## src/common/dtd_regs.svh

```systemverilog
// Functional notes
// - Poly select 0 checks x^7+x^6+1 sequence
// - Real channel error count, 8-bit read-only
// - Imaginary channel error count, separate 8-bit read-only
// - Upper segment shuffle bit 2, else thermometer
// - Independent middle and double-rate shuffle enables
// - Two-bit output encoding: NRZ, mixing, RZ
// - Config port outputs: slew low, drive high
// - Master powerdown bit, resets to powered down
// - Per-lane powerdown override, bit n lane n
// - Pass flags imaginary bit 7, real 6
// - Per-channel expect-inverted bits, reset to 0
`ifndef DTD_REGS_SVH
`define DTD_REGS_SVH

// ----------------------------------------------------------------
// Register offsets
// ----------------------------------------------------------------
`define DTD_ADDR_PATTERN_CTRL  15'h014B
`define DTD_ADDR_ERR_REAL      15'h014C
`define DTD_ADDR_ERR_IMAG      15'h014D
`define DTD_ADDR_SHUFFLE       15'h0151
`define DTD_ADDR_ENCODING      15'h0152
`define DTD_ADDR_DRIVE         15'h01DF
`define DTD_ADDR_SERIAL_RX_MASTER_POWERDOWN     15'h0200
`define DTD_ADDR_LANE_PHY_POWERDOWN        15'h0201

// ----------------------------------------------------------------
// Field positions
// ----------------------------------------------------------------
`define DTD_BIT_PASS_IMAG      7
`define DTD_BIT_PASS_REAL      6
`define DTD_BIT_INV_IMAG       4
`define DTD_BIT_INV_REAL       3
`define DTD_BIT_POLY_SEL       2
`define DTD_BIT_ERR_CLEAR      1
`define DTD_BIT_CHECK_ON       0
`define DTD_BIT_SHUFFLE_UPPER  2
`define DTD_BIT_SHUFFLE_MIDDLE 1
`define DTD_BIT_SHUFFLE_DDR    0

// ----------------------------------------------------------------
// Reset values and codes
// ----------------------------------------------------------------
`define DTD_RST_DRIVE          4'hF
`define DTD_RST_SERIAL_RX_MASTER_POWERDOWN      1'h1
`define DTD_RST_LANE_PHY_POWERDOWN         8'h00
`define DTD_ENC_RESERVED       2'h3

// ----------------------------------------------------------------
// Counts
// ----------------------------------------------------------------
`define DTD_INSTR_BITS         5'h10
`define DTD_DATA_BITS          5'h08
`define DTD_PASS_RUN           5'h10
`define DTD_PRIME_SHORT        4'h7
`define DTD_PRIME_LONG         4'hF

`endif

```

## src/common/dtd_pkg.sv

```systemverilog
`default_nettype none

package dtd_pkg;

  typedef struct packed {
    logic on;
    logic polySel;
    logic invert;
    logic clear;
  } dtd_chk_cfg_s;

  typedef struct packed {
    logic [7:0] errCount;
    logic       pass;
  } dtd_chk_stat_s;

  typedef enum logic [1:0] {
    DTD_IDLE  = 2'b00,
    DTD_INSTR = 2'b01,
    DTD_DATA  = 2'b10,
    DTD_DONE  = 2'b11
  } dtd_spi_state_e;

  typedef struct packed {
    logic        strobe;
    logic [14:0] addr;
    logic [7:0]  data;
  } dtd_write_s;

endpackage : dtd_pkg

`default_nettype wire

```

## src/core/dtd_pattern_checker.sv

```systemverilog
`timescale 1ns/1ps
`default_nettype none
`include "dtd_regs.svh"

module dtd_pattern_checker (
  input  wire logic                   clk,
  input  wire logic                   reset,
  input  wire dtd_pkg::dtd_chk_cfg_s  cfg,
  input  wire logic                   bitValid,
  input  wire logic                   bitIn,
  output var dtd_pkg::dtd_chk_stat_s  status
);

  logic [14:0] history;
  logic [3:0]  primeCount;
  logic [4:0]  runCount;
  logic        rxBit;
  logic        predicted;
  logic        primed;
  logic        checkNow;
  logic [7:0]  errCount;
  logic        passFlag;

  assign status = '{errCount: errCount, pass: passFlag};

  // ----------------------------------------------------------------
  // Prediction
  // ----------------------------------------------------------------
  assign rxBit     = bitIn ^ cfg.invert;
  // Select 1 runs the 15-bit sequence x^15+x^14+1
  assign predicted = cfg.polySel ? (history[14] ^ history[13])
                                 : (history[6] ^ history[5]);
  assign primed    = primeCount >= (cfg.polySel ? `DTD_PRIME_LONG : `DTD_PRIME_SHORT);
  assign checkNow  = cfg.on && bitValid && primed;

  // ----------------------------------------------------------------
  // History and priming
  // ----------------------------------------------------------------
  always_ff @(posedge clk) begin
    if (reset || !cfg.on) begin
      history    <= 15'h0000;
      primeCount <= 4'h0;
    end else if (bitValid) begin
      history <= {history[13:0], rxBit};
      if (primeCount != `DTD_PRIME_LONG) begin
        primeCount <= primeCount + 4'h1;
      end
    end
  end

  // ----------------------------------------------------------------
  // Error count; clear holds it at zero for as long as it is set
  // ----------------------------------------------------------------
  always_ff @(posedge clk) begin
    if (reset || cfg.clear) begin
      errCount <= 8'h00;
    end else if (checkNow && (rxBit != predicted) && (errCount != 8'hFF)) begin
      errCount <= errCount + 8'h01;
    end
  end

  // ----------------------------------------------------------------
  // Pass flag needs a clean run so a lucky bit cannot raise it
  // ----------------------------------------------------------------
  always_ff @(posedge clk) begin
    if (reset || !cfg.on) begin
      passFlag <= 1'b0;
      runCount <= 5'h00;
    end else if (checkNow) begin
      if (rxBit != predicted) begin
        passFlag <= 1'b0;
        runCount <= 5'h00;
      end else if (runCount == `DTD_PASS_RUN) begin
        passFlag <= 1'b1;
      end else begin
        runCount <= runCount + 5'h01;
      end
    end
  end

endmodule : dtd_pattern_checker
`default_nettype wire

```

## src/core/dtd_reg_bank.sv

```systemverilog
`timescale 1ns/1ps
`default_nettype none
`include "dtd_regs.svh"

module dtd_reg_bank (
  input  wire logic        clk,
  input  wire logic        reset,
  input  wire logic        spiClk,
  input  wire logic        spiSelectN,
  input  wire logic        spiDataIn,
  output logic             spiDataOut,
  output logic             spiDataOutEn,
  input  wire logic        patternValid,
  input  wire logic        patternBitReal,
  input  wire logic        patternBitImag,
  output logic             shuffleUpper,
  output logic             middleSegmentScramble,
  output logic             shuffleDoubleRate,
  output logic [1:0]       outputEncoding,
  output logic [3:0]       cfgPortSlewDrive,
  output logic             rxAnalogPowerdownAll,
  output logic [7:0]       lanePhyPowerdownMask,
  output logic [7:0]       lanePhyOff
);

  // ----------------------------------------------------------------
  // Pin synchronisers
  // ----------------------------------------------------------------
  logic sclkMeta;
  logic sclkSync;
  logic sclkLast;
  logic selMeta;
  logic selSync;
  logic sdiMeta;
  logic sdiSync;

  always_ff @(posedge clk) begin
    if (reset) begin
      sclkMeta <= 1'b0;
      sclkSync <= 1'b0;
      sclkLast <= 1'b0;
      selMeta  <= 1'b1;
      selSync  <= 1'b1;
      sdiMeta  <= 1'b0;
      sdiSync  <= 1'b0;
    end else begin
      sclkMeta <= spiClk;
      sclkSync <= sclkMeta;
      sclkLast <= sclkSync;
      selMeta  <= spiSelectN;
      selSync  <= selMeta;
      sdiMeta  <= spiDataIn;
      sdiSync  <= sdiMeta;
    end
  end

  logic sclkRise;
  logic sclkFall;

  assign sclkRise = sclkSync && !sclkLast;
  assign sclkFall = !sclkSync && sclkLast;

  // ----------------------------------------------------------------
  // Control registers
  // ----------------------------------------------------------------
  logic       checkOn;
  logic       polySel;
  logic       errClear;
  logic       expectInvertedReal;
  logic       expectInvertedImag;

  dtd_pkg::dtd_write_s   wr;
  dtd_pkg::dtd_chk_cfg_s cfgReal;
  dtd_pkg::dtd_chk_cfg_s cfgImag;
  dtd_pkg::dtd_chk_stat_s statReal;
  dtd_pkg::dtd_chk_stat_s statImag;

  always_ff @(posedge clk) begin
    if (reset) begin
      checkOn            <= 1'b0;
      polySel            <= 1'b0;
      errClear           <= 1'b0;
      expectInvertedReal <= 1'b0;
      expectInvertedImag <= 1'b0;
    end else if (wr.strobe && wr.addr == `DTD_ADDR_PATTERN_CTRL) begin
      checkOn            <= wr.data[`DTD_BIT_CHECK_ON];
      polySel            <= wr.data[`DTD_BIT_POLY_SEL];
      errClear           <= wr.data[`DTD_BIT_ERR_CLEAR];
      expectInvertedReal <= wr.data[`DTD_BIT_INV_REAL];
      expectInvertedImag <= wr.data[`DTD_BIT_INV_IMAG];
    end
  end

  always_ff @(posedge clk) begin
    if (reset) begin
      shuffleUpper          <= 1'b0;
      middleSegmentScramble <= 1'b0;
      shuffleDoubleRate     <= 1'b0;
    end else if (wr.strobe && wr.addr == `DTD_ADDR_SHUFFLE) begin
      shuffleUpper          <= wr.data[`DTD_BIT_SHUFFLE_UPPER];
      middleSegmentScramble <= wr.data[`DTD_BIT_SHUFFLE_MIDDLE];
      shuffleDoubleRate     <= wr.data[`DTD_BIT_SHUFFLE_DDR];
    end
  end

  // The reserved code is refused so the output stage never sees it
  always_ff @(posedge clk) begin
    if (reset) begin
      outputEncoding <= 2'h0;
    end else if (wr.strobe && wr.addr == `DTD_ADDR_ENCODING
                 && wr.data[1:0] != `DTD_ENC_RESERVED) begin
      outputEncoding <= wr.data[1:0];
    end
  end

  always_ff @(posedge clk) begin
    if (reset) begin
      cfgPortSlewDrive <= `DTD_RST_DRIVE;
    end else if (wr.strobe && wr.addr == `DTD_ADDR_DRIVE) begin
      cfgPortSlewDrive <= wr.data[3:0];
    end
  end

  always_ff @(posedge clk) begin
    if (reset) begin
      rxAnalogPowerdownAll <= `DTD_RST_SERIAL_RX_MASTER_POWERDOWN;
    end else if (wr.strobe && wr.addr == `DTD_ADDR_SERIAL_RX_MASTER_POWERDOWN) begin
      rxAnalogPowerdownAll <= wr.data[0];
    end
  end

  always_ff @(posedge clk) begin
    if (reset) begin
      lanePhyPowerdownMask <= `DTD_RST_LANE_PHY_POWERDOWN;
    end else if (wr.strobe && wr.addr == `DTD_ADDR_LANE_PHY_POWERDOWN) begin
      lanePhyPowerdownMask <= wr.data;
    end
  end

  // Effective lane state: master bit takes all eight lanes with it
  always_ff @(posedge clk) begin
    if (reset) begin
      lanePhyOff <= 8'hFF;
    end else begin
      lanePhyOff <= lanePhyPowerdownMask | {8{rxAnalogPowerdownAll}};
    end
  end

  // ----------------------------------------------------------------
  // Pattern checkers
  // ----------------------------------------------------------------
  assign cfgReal = '{on: checkOn, polySel: polySel, invert: expectInvertedReal,
                     clear: errClear};
  assign cfgImag = '{on: checkOn, polySel: polySel, invert: expectInvertedImag,
                     clear: errClear};

  dtd_pattern_checker u_check_real (
    .clk      (clk),
    .reset    (reset),
    .cfg      (cfgReal),
    .bitValid (patternValid),
    .bitIn    (patternBitReal),
    .status   (statReal)
  );

  dtd_pattern_checker u_check_imag (
    .clk      (clk),
    .reset    (reset),
    .cfg      (cfgImag),
    .bitValid (patternValid),
    .bitIn    (patternBitImag),
    .status   (statImag)
  );

  // ----------------------------------------------------------------
  // Read mux
  // ----------------------------------------------------------------
  function automatic logic [7:0] readValue(input logic [14:0] addr);
    logic [7:0] value;
    value = 8'h00;
    if (addr == `DTD_ADDR_PATTERN_CTRL) begin
      value[`DTD_BIT_PASS_IMAG] = statImag.pass;
      value[`DTD_BIT_PASS_REAL] = statReal.pass;
      value[`DTD_BIT_INV_IMAG]  = expectInvertedImag;
      value[`DTD_BIT_INV_REAL]  = expectInvertedReal;
      value[`DTD_BIT_POLY_SEL]  = polySel;
      value[`DTD_BIT_ERR_CLEAR] = errClear;
      value[`DTD_BIT_CHECK_ON]  = checkOn;
    end else if (addr == `DTD_ADDR_ERR_REAL) begin
      value = statReal.errCount;
    end else if (addr == `DTD_ADDR_ERR_IMAG) begin
      value = statImag.errCount;
    end else if (addr == `DTD_ADDR_SHUFFLE) begin
      value[`DTD_BIT_SHUFFLE_UPPER]  = shuffleUpper;
      value[`DTD_BIT_SHUFFLE_MIDDLE] = middleSegmentScramble;
      value[`DTD_BIT_SHUFFLE_DDR]    = shuffleDoubleRate;
    end else if (addr == `DTD_ADDR_ENCODING) begin
      value[1:0] = outputEncoding;
    end else if (addr == `DTD_ADDR_DRIVE) begin
      value[3:0] = cfgPortSlewDrive;
    end else if (addr == `DTD_ADDR_SERIAL_RX_MASTER_POWERDOWN) begin
      value[0] = rxAnalogPowerdownAll;
    end else if (addr == `DTD_ADDR_LANE_PHY_POWERDOWN) begin
      value = lanePhyPowerdownMask;
    end
    return value;
  endfunction : readValue

  // ----------------------------------------------------------------
  // Serial frame engine
  // ----------------------------------------------------------------
  // Select high always ends the frame, so a host that aborts mid-byte
  // leaves no partial write behind.
  dtd_pkg::dtd_spi_state_e state;
  logic [4:0]  bitCount;
  logic [14:0] shiftIn;
  logic [7:0]  shiftOut;
  logic        isRead;
  logic [14:0] frameAddr;
  logic [14:0] instrAddr;
  logic [7:0]  readNow;

  assign instrAddr = {shiftIn[13:0], sdiSync};

  always_comb begin
    readNow = readValue(instrAddr);
  end

  always_ff @(posedge clk) begin
    if (reset || selSync) begin
      state     <= dtd_pkg::DTD_IDLE;
      bitCount  <= 5'h00;
      shiftIn   <= 15'h0000;
      isRead    <= 1'b0;
      frameAddr <= 15'h0000;
    end else begin
      case (state)
        dtd_pkg::DTD_IDLE: begin
          state    <= dtd_pkg::DTD_INSTR;
          bitCount <= 5'h00;
        end
        dtd_pkg::DTD_INSTR: begin
          if (sclkRise) begin
            shiftIn  <= {shiftIn[13:0], sdiSync};
            bitCount <= bitCount + 5'h01;
            if (bitCount == `DTD_INSTR_BITS - 5'h01) begin
              isRead    <= shiftIn[14];
              frameAddr <= instrAddr;
              bitCount  <= 5'h00;
              state     <= dtd_pkg::DTD_DATA;
            end
          end
        end
        dtd_pkg::DTD_DATA: begin
          if (sclkRise) begin
            shiftIn  <= {shiftIn[13:0], sdiSync};
            bitCount <= bitCount + 5'h01;
            if (bitCount == `DTD_DATA_BITS - 5'h01) begin
              state <= dtd_pkg::DTD_DONE;
            end
          end
        end
        dtd_pkg::DTD_DONE: begin
          state <= dtd_pkg::DTD_DONE;
        end
        default: begin
          state <= dtd_pkg::DTD_IDLE;
        end
      endcase
    end
  end

  // Write strobe fires once, on the eighth data bit of a write frame
  always_ff @(posedge clk) begin
    if (reset) begin
      wr <= '0;
    end else begin
      wr.strobe <= !selSync && state == dtd_pkg::DTD_DATA && sclkRise && !isRead
                   && bitCount == `DTD_DATA_BITS - 5'h01;
      wr.addr   <= frameAddr;
      wr.data   <= {shiftIn[6:0], sdiSync};
    end
  end

  // Read data is sampled at the end of the instruction, then shifted
  // out on falling clock edges so it is stable at the host's rising edge.
  always_ff @(posedge clk) begin
    if (reset || selSync) begin
      shiftOut     <= 8'h00;
      spiDataOut   <= 1'b0;
      spiDataOutEn <= 1'b0;
    end else if (state == dtd_pkg::DTD_INSTR && sclkRise
                 && bitCount == `DTD_INSTR_BITS - 5'h01) begin
      // First data-phase fall re-presents bit 7 for the host's next rise
      shiftOut     <= readNow;
      spiDataOut   <= readNow[7];
      spiDataOutEn <= shiftIn[14];
    end else if (state == dtd_pkg::DTD_DATA && sclkFall && isRead) begin
      spiDataOut <= shiftOut[7];
      shiftOut   <= {shiftOut[6:0], 1'b0};
    end else if (state == dtd_pkg::DTD_DONE && sclkFall) begin
      spiDataOutEn <= 1'b0;
    end
  end

endmodule : dtd_reg_bank
`default_nettype wire

```

## config.mk

```make
export PLATFORM = sky130hd
export DESIGN_NAME = dtd_reg_bank
export DESIGN_NICKNAME = d
export VERILOG_FILES = /design/src/common/dtd_pkg.sv /design/src/core/dtd_pattern_checker.sv /design/src/core/dtd_reg_bank.sv
export VERILOG_INCLUDE_DIRS = /design/src /design/src/common
export SDC_FILE = /design/constraint.sdc
export NUM_CORES = 1
export LEC_CHECK = 0
export ABC_AREA = 1
export BUFFER_PORTS_ARGS = -buffer_cell sky130_fd_sc_hd__buf_2
export CELL_PAD_IN_SITES_DETAIL_PLACEMENT = 0
export CELL_PAD_IN_SITES_GLOBAL_PLACEMENT = 1
export CORE_UTILIZATION = 47
export CTS_BUF_LIST = sky130_fd_sc_hd__clkbuf_8
export CTS_CLUSTER_DIAMETER = 100
export DETAILED_ROUTE_END_ITERATION = 8
export PLACE_DENSITY_LB_ADDON = 0.1
export SETUP_SLACK_MARGIN = 0.4
export SKIP_LAST_GASP = 1
export SLEW_MARGIN = 20
export SYNTH_ARGS = -nofsm -noshare
export SYNTH_HDL_FRONTEND = slang
export SYNTH_HIERARCHICAL = 1
export SYNTH_SLANG_ARGS = --single-unit
```

## constraint.sdc

```tcl
create_clock -name clk -period 1.9 [get_ports clk]
set_input_delay 0.38 -clock clk [delete_from_list [all_inputs] [get_ports clk]]
set_output_delay 0.38 -clock clk [all_outputs]
set_load 0.05 [all_outputs]
```

==> run summary, run 1 <==
RUN STATUS
---------------------------------------------------------------------------
Result of the run                                                 completed

FINISH
---------------------------------------------------------------------------
Leading cell type in the layout, fill and taps excluded             nand2_1
Fill cell total of the finished layout                                 1588
Count of antenna diodes in the layout                                     0
Reg area                                                       0.00357 sq mm
Share of cells above drive strength 1                                 28.0%
Most used cells in the layout excluding fill and tap cells     nand2_1, inv_1, dfxtp_1
Area growth from synthesis to final layout                            25.4%
Final Instance Count excl. Fillers                                     1411
Area of the multi-input gates                                  0.00441 sq mm
Final nets                                                             1204

PWR
---------------------------------------------------------------------------
Clock share of power                                                  40.5%
Combinational group share of total power                               3.0%
Static leakage                                                      3.88 nW
Seq pwr share                                                         56.4%
Overall Power                                                       6.55 mW
Max VDD drop                                                       0.583 mV
Proportion of total power due to net switching                        25.9%
P_sw                                                                1.70 mW
P per Cell Area                                                 642 mW/mm^2
Cell-internal power                                                 4.85 mW

FLOW RUN
---------------------------------------------------------------------------
Max-Cap Viols                                                             0

PLACEMENT
---------------------------------------------------------------------------
HPWL Detailed                                                      13900 um
Count of input and output buffers                                        35
Worst setup slack after placement                                 0.0369 ns
Cell count after placement                                             1344
RePlAce Congestion                                                    0.813

SETUP PATH
---------------------------------------------------------------------------
Type of element capturing the critical path                        register
Data arrival time at the worst-slack endpoint                       2.02 ns
Crit path max fanout                                                      8
Category of the worst setup path launch point                      register
Crit path required time                                             2.27 ns
Path type of the worst setup path                              register to register

LOGIC SYNTHESIS
---------------------------------------------------------------------------
Post-synthesis async set-or-reset flop share                             0%
Number of standard cells after synthesis                               1101
Avg Cell Area, Syn                                               7.39 sq um
Share of Yosys cell area claimed by the top area cell type            43.3%
Proportion of synthesized chip area in sequential cells               43.3%
Post-synthesis cell area                                       0.00813 sq mm
Number of flops mapped to enable cells by yosys                           0
Dominant cells by area after synthesis                         dfxtp_1, nand2_1, inv_1, nor2_1, a21oi_1
Netlist cell types                                                       46
Post-synth net total                                                   1127
Synthesis-stage register bit count                                      176
Synthesis Warnings                                                        6
Top flip-flop cell by instance count after synthesis                dfxtp_1
Leading area contributor after synthesis                            dfxtp_1

TIMING
---------------------------------------------------------------------------
Clock Skew                                                        0.0214 ns
Actual slew at the worst max-slew pin                              0.707 ns
Final clock period utilization by the worst path                      87.2%
Pins over their slew limit                                                0
RSZ-0062 raised after global routing                                   true
Setup TNS after final layout                                           0 ns
Number of hold violations in the final report                             0
Shortest period the worst path allows                               1.66 ns
Post-layout worst setup margin                                     0.242 ns
Max Fclk                                                            603 MHz
Normalized max-slew margin                                            52.8%
Number of failing setup endpoints in the final timing report              0

ROUTE
---------------------------------------------------------------------------
Total number of vias                                                   7160
First DRT Iteration DRCs                                                340
Remaining antenna violation count                                         0
Drc violations                                                            0
Total wire length                                                  20100 um
Vias per std cell                                                      5.07
WL/cell                                                             14.2 um
Length of the first detailed-routing pass in iterations                   4

FLOORPLAN
---------------------------------------------------------------------------
Number of ports placed on the die boundary                               36
Width of the chip                                                    134 um
Die height                                                           134 um
Std-Cell Rows                                                            47
Initial Util                                                          48.5%
Floorplan Core Area                                            0.0168 sq mm
Total die area                                                 0.0178 sq mm

GLOBAL ROUTE
---------------------------------------------------------------------------
Maximum number of pins on one net before global-route repair             31
Antenna violations before repair                                          0
Total routing resource utilization after global routing               23.0%
Via count of the first global-routing pass                             6501
Global-route wire length before repair                             32400 um
Remaining global-route overflow                                           0

CLOCKING
---------------------------------------------------------------------------
Reg clk slew, reported paths                                        0.10 ns
Max clock buf depth                                                       2
Latest clock arrival within the worst-skew pair                     0.48 ns
Inserted Clock Buffers                                                   17
Clk Tree Root Cell                                                 clkbuf_8
TritonCTS clock tree                                                  built
CTS Sinks                                                               176
Clock H-tree levels                                                       4

HOLD PATH
---------------------------------------------------------------------------
Class of the worst hold path                                   primary input to register

==> stage by stage <==
stage	utilization (%)	hold WS [ns]	cell area, sq um
2_1_floorplan	-	0.388	8260
3_3_place_gp	52.0	0.392	8710
3_5_place_dp	52.0	0.395	8710
4_1_cts	57.6	0.0644	9660
5_1_grt	60.9	0.0468	10200
6_report	60.9	0.0865	10200
==> flip-flops by register name (all words and copies together) (netlist names), 2 cells and up <==
name,cells
u_check_real/primeCount,4
u_check_real/runCount,5
u_check_imag/history,15
lanePhyPowerdownMask,8
u_check_real/history,15
u_check_imag/primeCount,4
shiftIn,15
state,2
wr,24
u_check_imag/errCount,8
outputEncoding,2
u_check_imag/runCount,5
lanePhyOff,8
u_check_real/errCount,8
frameAddr,15
shiftOut,8
cfgPortSlewDrive,4
bitCount,5
==> synth_stat cells, types with 8 or more instances <==
library cell,instances
buf_2,8
o21ai_0,78
o211ai_1,12
nand4_1,26
nand2_1,192
ha_1,18
xnor2_1,8
nor3_1,12
inv_1,170
a21oi_1,87
nand3_2,14
nor2_1,140
dfxtp_1,176
clkbuf_1,16
nand3_1,60
a211oi_1,8
==> area by class of cell <==
class                           instances  area share [%]
Multi-Input combinational cell        716            43.2
Sequential cell                       176            35.0
Timing Repair Buffer                   94            8.64
Inverter                              173            6.56
Tap cell                              220            2.70
Clock buffer                           17            2.29
Clock inverter                         15            1.56
==> critical path: stages (launching register included) <==
cell and delay [ns]:
dfxtp_2 0.35, ha_4 0.16, nand2_4 0.07, nor2_4 0.04
ha_4 0.16, nand3_4 0.14, inv_6 0.06, nor2_4 0.21
inv_4 0.09, o21ai_2 0.12, inv_1 0.05, nand2_1 0.06
inv_1 0.03
==> power by group through the flow <==
stage	Combinational, mW	Clock [mW]	Sequential, mW
after floorplan	0.116	0	3.78
after global placement	0.168	0	3.78
after detailed placement	0.167	0	3.78
after CTS	0.174	2.71	3.69
after global routing	0.217	2.87	3.70
final	0.196	2.65	3.69
==> layer usage <==
layer / vias up / track usage [%] / routed length [um]
met5: - / 0 / 0
met4: 0 / 6.76 / 284
met3: 20 / 5.40 / 591
met2: 74 / 37.8 / 9450
met1: 3365 / 30.1 / 9780
li1: 3701 / - / -
==> final timing paths <==
path,from,slack (ns),endpoint,depth (start not counted)
min reg2reg,sdiMeta$_SDFF_PP0_,0.41,sdiSync$_SDFF_PP0_,2
max reg2reg,bitCount[1]$_SDFFE_PP0P_,0.24,shiftOut[7]$_SDFFE_PP0P_,12
max,bitCount[1]$_SDFFE_PP0P_,0.24,shiftOut[7]$_SDFFE_PP0P_,12
min,spiSelectN,0.09,selMeta$_SDFF_PP1_,2
==> cells by family after synthesis <==
family | share of synthesized area (%)
AOI/OAI and AO/OA | 14.1
xor gates and xnor gates | 2.02
adders and majority gates | 2.77
buffers and inverters | 10.6
DFF | 43.3
and+or+nand+nor | 27.2
==> repair_timing <==
| item | in CTS | in global routing |
|---|---|---|
| pin swaps | 39 | 49 |
| resized for setup | 115 | 134 |
| hold buffers | 0 | 0 |
| endpoints found under the setup margin | 107 | 114 |
| cloned | 1 | 2 |
| buffers inserted | 20 | 12 |
Power figures use the tool's default switching activity.
==> inputs of run 2 (changes only) <==
--- a/config.mk
+++ b/config.mk
@@ -10,6 +10,7 @@
 export BUFFER_PORTS_ARGS = -buffer_cell sky130_fd_sc_hd__buf_2
 export CELL_PAD_IN_SITES_DETAIL_PLACEMENT = 0
 export CELL_PAD_IN_SITES_GLOBAL_PLACEMENT = 1
+export CORE_MARGIN = 2
 export CORE_UTILIZATION = 47
 export CTS_BUF_LIST = sky130_fd_sc_hd__clkbuf_8
 export CTS_CLUSTER_DIAMETER = 100
@@ -17,7 +18,6 @@
 export PLACE_DENSITY_LB_ADDON = 0.1
 export SETUP_SLACK_MARGIN = 0.4
 export SKIP_LAST_GASP = 1
-export SLEW_MARGIN = 20
 export SYNTH_ARGS = -nofsm -noshare
 export SYNTH_HDL_FRONTEND = slang
 export SYNTH_HIERARCHICAL = 1
==> run summary, run 2 (same netlist as run 1, synthesis figures left out) <==
GLOBAL ROUTE
--------------------------------------------------------------------------------
Most used routing layer in global routing                                   met2
Global-route track usage on met2                                           38.2%   +0.40 points
Fraction of met3 tracks used by global routing                             3.97%   -1.4 points
Maximum number of pins on one net before global-route repair                  39   +26%
Global-route wire length before repair                                  33000 um   +1.9%
Via count of the first global-routing pass                                  6592   +1.4%
Remaining global-route overflow                                                0   unchanged
Total routing resource utilization after global routing                    22.9%   -0.092 points
Antenna violations before repair                                               0   unchanged
Routing usage on met1                                                      30.4%   +0.28 points

ROUTE
--------------------------------------------------------------------------------
Drc violations                                                                 0   unchanged
First DRT Iteration DRCs                                                     338   -0.59%
Total number of vias                                                        7147   -0.18%
Total wire length                                                       20700 um   +3.0%
Remaining antenna violation count                                              0   unchanged
Vias per std cell                                                           5.01   -1.2%
Length of the first detailed-routing pass in iterations                        5   +1
WL/cell                                                                  14.5 um   +1.9%

FINISH
--------------------------------------------------------------------------------
Leading cell type in the layout, fill and taps excluded                  nand2_1
Fraction of the core area covered by cells at the end of the flow          59.5%   -1.4 points
Count of antenna diodes in the layout                                          0   unchanged
Largest register by flop count                                                wr
Final nets                                                                  1214   +0.83%
Most used cells in the layout excluding fill and tap cells          nand2_1, dfxtp_1, inv_1
Reg area                                                            0.00356 sq mm   -0.46%
Fill cell total of the finished layout                                      1635   +3.0%
Share of cells above drive strength 1                                      27.1%   -0.90 points
Area growth from synthesis to final layout                                 25.2%
Area of the multi-input gates                                       0.00437 sq mm   -0.99%
Largest register FFs                                                          24   unchanged

TIMING
--------------------------------------------------------------------------------
Max Fclk                                                                 596 MHz   -1.1%
Setup TNS after final layout                                                0 ns   unchanged
Final clock period utilization by the worst path                           88.2%   +1.0 points
Shortest period the worst path allows                                    1.68 ns   +0.0191 ns
Actual slew at the worst max-slew pin                                   0.593 ns   -0.115 ns
Number of hold violations in the final report                                  0   unchanged
Number of failing setup endpoints in the final timing report                   0   unchanged
Normalized max-slew margin                                                 60.4%   +7.7 points
Pins over their slew limit                                                     0   unchanged
RSZ-0062 raised after global routing                                        true
Clock Skew                                                             0.0109 ns   -0.0104 ns

PWR
--------------------------------------------------------------------------------
Overall Power                                                            6.48 mW   -0.93%
Combinational group share of total power                                    3.1%   about the same
Static leakage                                                           3.91 nW   +0.78%
Cell-internal power                                                      4.89 mW   +0.77%
Max VDD drop                                                            0.601 mV   +3.1%
Clock share of power                                                       39.9%   -0.6 points
Seq pwr share                                                              57.0%   +0.6 points
P_sw                                                                     1.60 mW   -5.8%
Proportion of total power due to net switching                             24.6%   -1.3 points
P per Cell Area                                                      637 mW/mm^2   -0.73%

FLOORPLAN
--------------------------------------------------------------------------------
Initial Util                                                               47.5%   -1.0 points
Std-Cell Rows                                                                 48   +2.1%
Floorplan Core Area                                                 0.0171 sq mm   +2.1%
Number of ports placed on the die boundary                                    36   unchanged
Total die area                                                      0.0184 sq mm   +3.0%
Width of the chip                                                         136 um   +1.5%
Die height                                                                136 um   +1.5%

CLOCKING
--------------------------------------------------------------------------------
TritonCTS clock tree                                                       built
Reg clk slew, reported paths                                             0.10 ns   about the same
Latest clock arrival within the worst-skew pair                          0.47 ns   about the same
CTS Sinks                                                                    176   unchanged
Inserted Clock Buffers                                                        17   unchanged
Clk Tree Root Cell                                                      clkbuf_8
Max clock buf depth                                                            2   unchanged
Hold-fix buffers at CTS                                                        0   unchanged
Clock H-tree levels                                                            4   unchanged

PLACEMENT
--------------------------------------------------------------------------------
HPWL Detailed                                                           14200 um   +1.7%
Count of input and output buffers                                             35   unchanged
RePlAce Congestion                                                         0.813   about the same

SETUP PATH
--------------------------------------------------------------------------------
Crit path max fanout                                                           8   unchanged
Category of the worst setup path launch point                           register
Type of element capturing the critical path                             register
Path type of the worst setup path                                   register to register
Data arrival time at the worst-slack endpoint                            2.05 ns   +0.03 ns
Crit path required time                                                  2.27 ns   about the same

HOLD PATH
--------------------------------------------------------------------------------
Class of the worst hold path                                        primary input to register

RUN STATUS
--------------------------------------------------------------------------------
Result of the run                                                      completed

FLOW RUN
--------------------------------------------------------------------------------
Max-Cap Viols                                                                  0   unchanged

## run 2: changes by cell type in the layout (fill, tap and decap cells not counted), moves of 4 or more
| cell | before | now |
|---|---|---|
| dfxtp_1 | 147 | 156 |
| inv_6 | 8 | 3 |
| dfxtp_2 | 24 | 17 |
| clkbuf_4 | 5 | 1 |
| nand3_1 | 42 | 51 |
| buf_4 | 35 | 56 |
| buf_6 | 30 | 23 |
| nand3_2 | 25 | 16 |
| o21ai_1 | 13 | 20 |
## run 2: final cells by class
cell class / instances / area share [%]
timing repair buffer: 104 / 9.01
clock buffer: 19 / 2.57
sequential: 176 / 34.9
inverter: 173 / 6.60
clock inverter: 13 / 1.24
tap: 225 / 2.77
multi-input combinational: 716 / 42.9
## run 2: per-layer routing
metal	part of all wire, %	up-vias
met4	1.7	0
li1	-	3719
met3	3.5	26
met5	0	-
met1	47	3297
met2	48	105
## run 2: power by group through the flow
stage	Combinational [mW]	Clock, mW	Sequential (mW)
detailed placement	0.174	0	3.78
global placement	0.174	0	3.78
global route	0.223	2.81	3.70
floorplan	0.116	0	3.78
CTS	0.184	2.66	3.69
finish	0.202	2.59	3.69
## run 2: critical path, cell delays in order, from the launching register on
cell	delay (ns)
dfxtp_2	0.35
ha_4	0.16
nand2_4	0.07
nor2_4	0.05
ha_4	0.16
nand3_4	0.15
clkinv_4	0.10
nor2_4	0.19
inv_4	0.09
o21ai_2	0.12
nor2_1	0.05
nand2_1	0.05
inv_1	0.03
## run 2: final timing paths
path                                 start                  endpoint  slack [ns]  cells past startpoint
setup / recovery  bitCount[0]$_SDFFE_PP0P_  shiftOut[1]$_SDFFE_PP0P_        0.22                     12
hold / removal                  spiSelectN        selMeta$_SDFF_PP1_        0.09                      2
setup reg to reg  bitCount[0]$_SDFFE_PP0P_  shiftOut[1]$_SDFFE_PP0P_        0.22                     12
hold reg to reg        sclkMeta$_SDFF_PP0_       sclkSync$_SDFF_PP0_        0.41                      2
## run 2: repair_timing
item | 4_1_cts | 5_1_grt
endpoints found under the setup margin | 107 | 104
resized for setup | 101 | 126
cloned | 4 | 4
buffers inserted | 24 | 7
endpoints found under the hold margin | 0 | 0
pin swaps | 33 | 51
## run 2: stage by stage
| stage | instances | worst slack, ns | hold WS (ns) | instance area, sq um |
|---|---|---|---|---|
| detailed placement | 1355 | 0.0580 | 0.399 | 8760 |
| global placement | 1355 | 0.0462 | 0.389 | 8760 |
| floorplan | 1101 | 0.378 | 0.388 | 8260 |
| global route | 1426 | 0.0985 | 0.0653 | 10200 |
| CTS | 1415 | 0.238 | 0.0560 | 9710 |
| finish | 1426 | 0.223 | 0.0861 | 10200 |
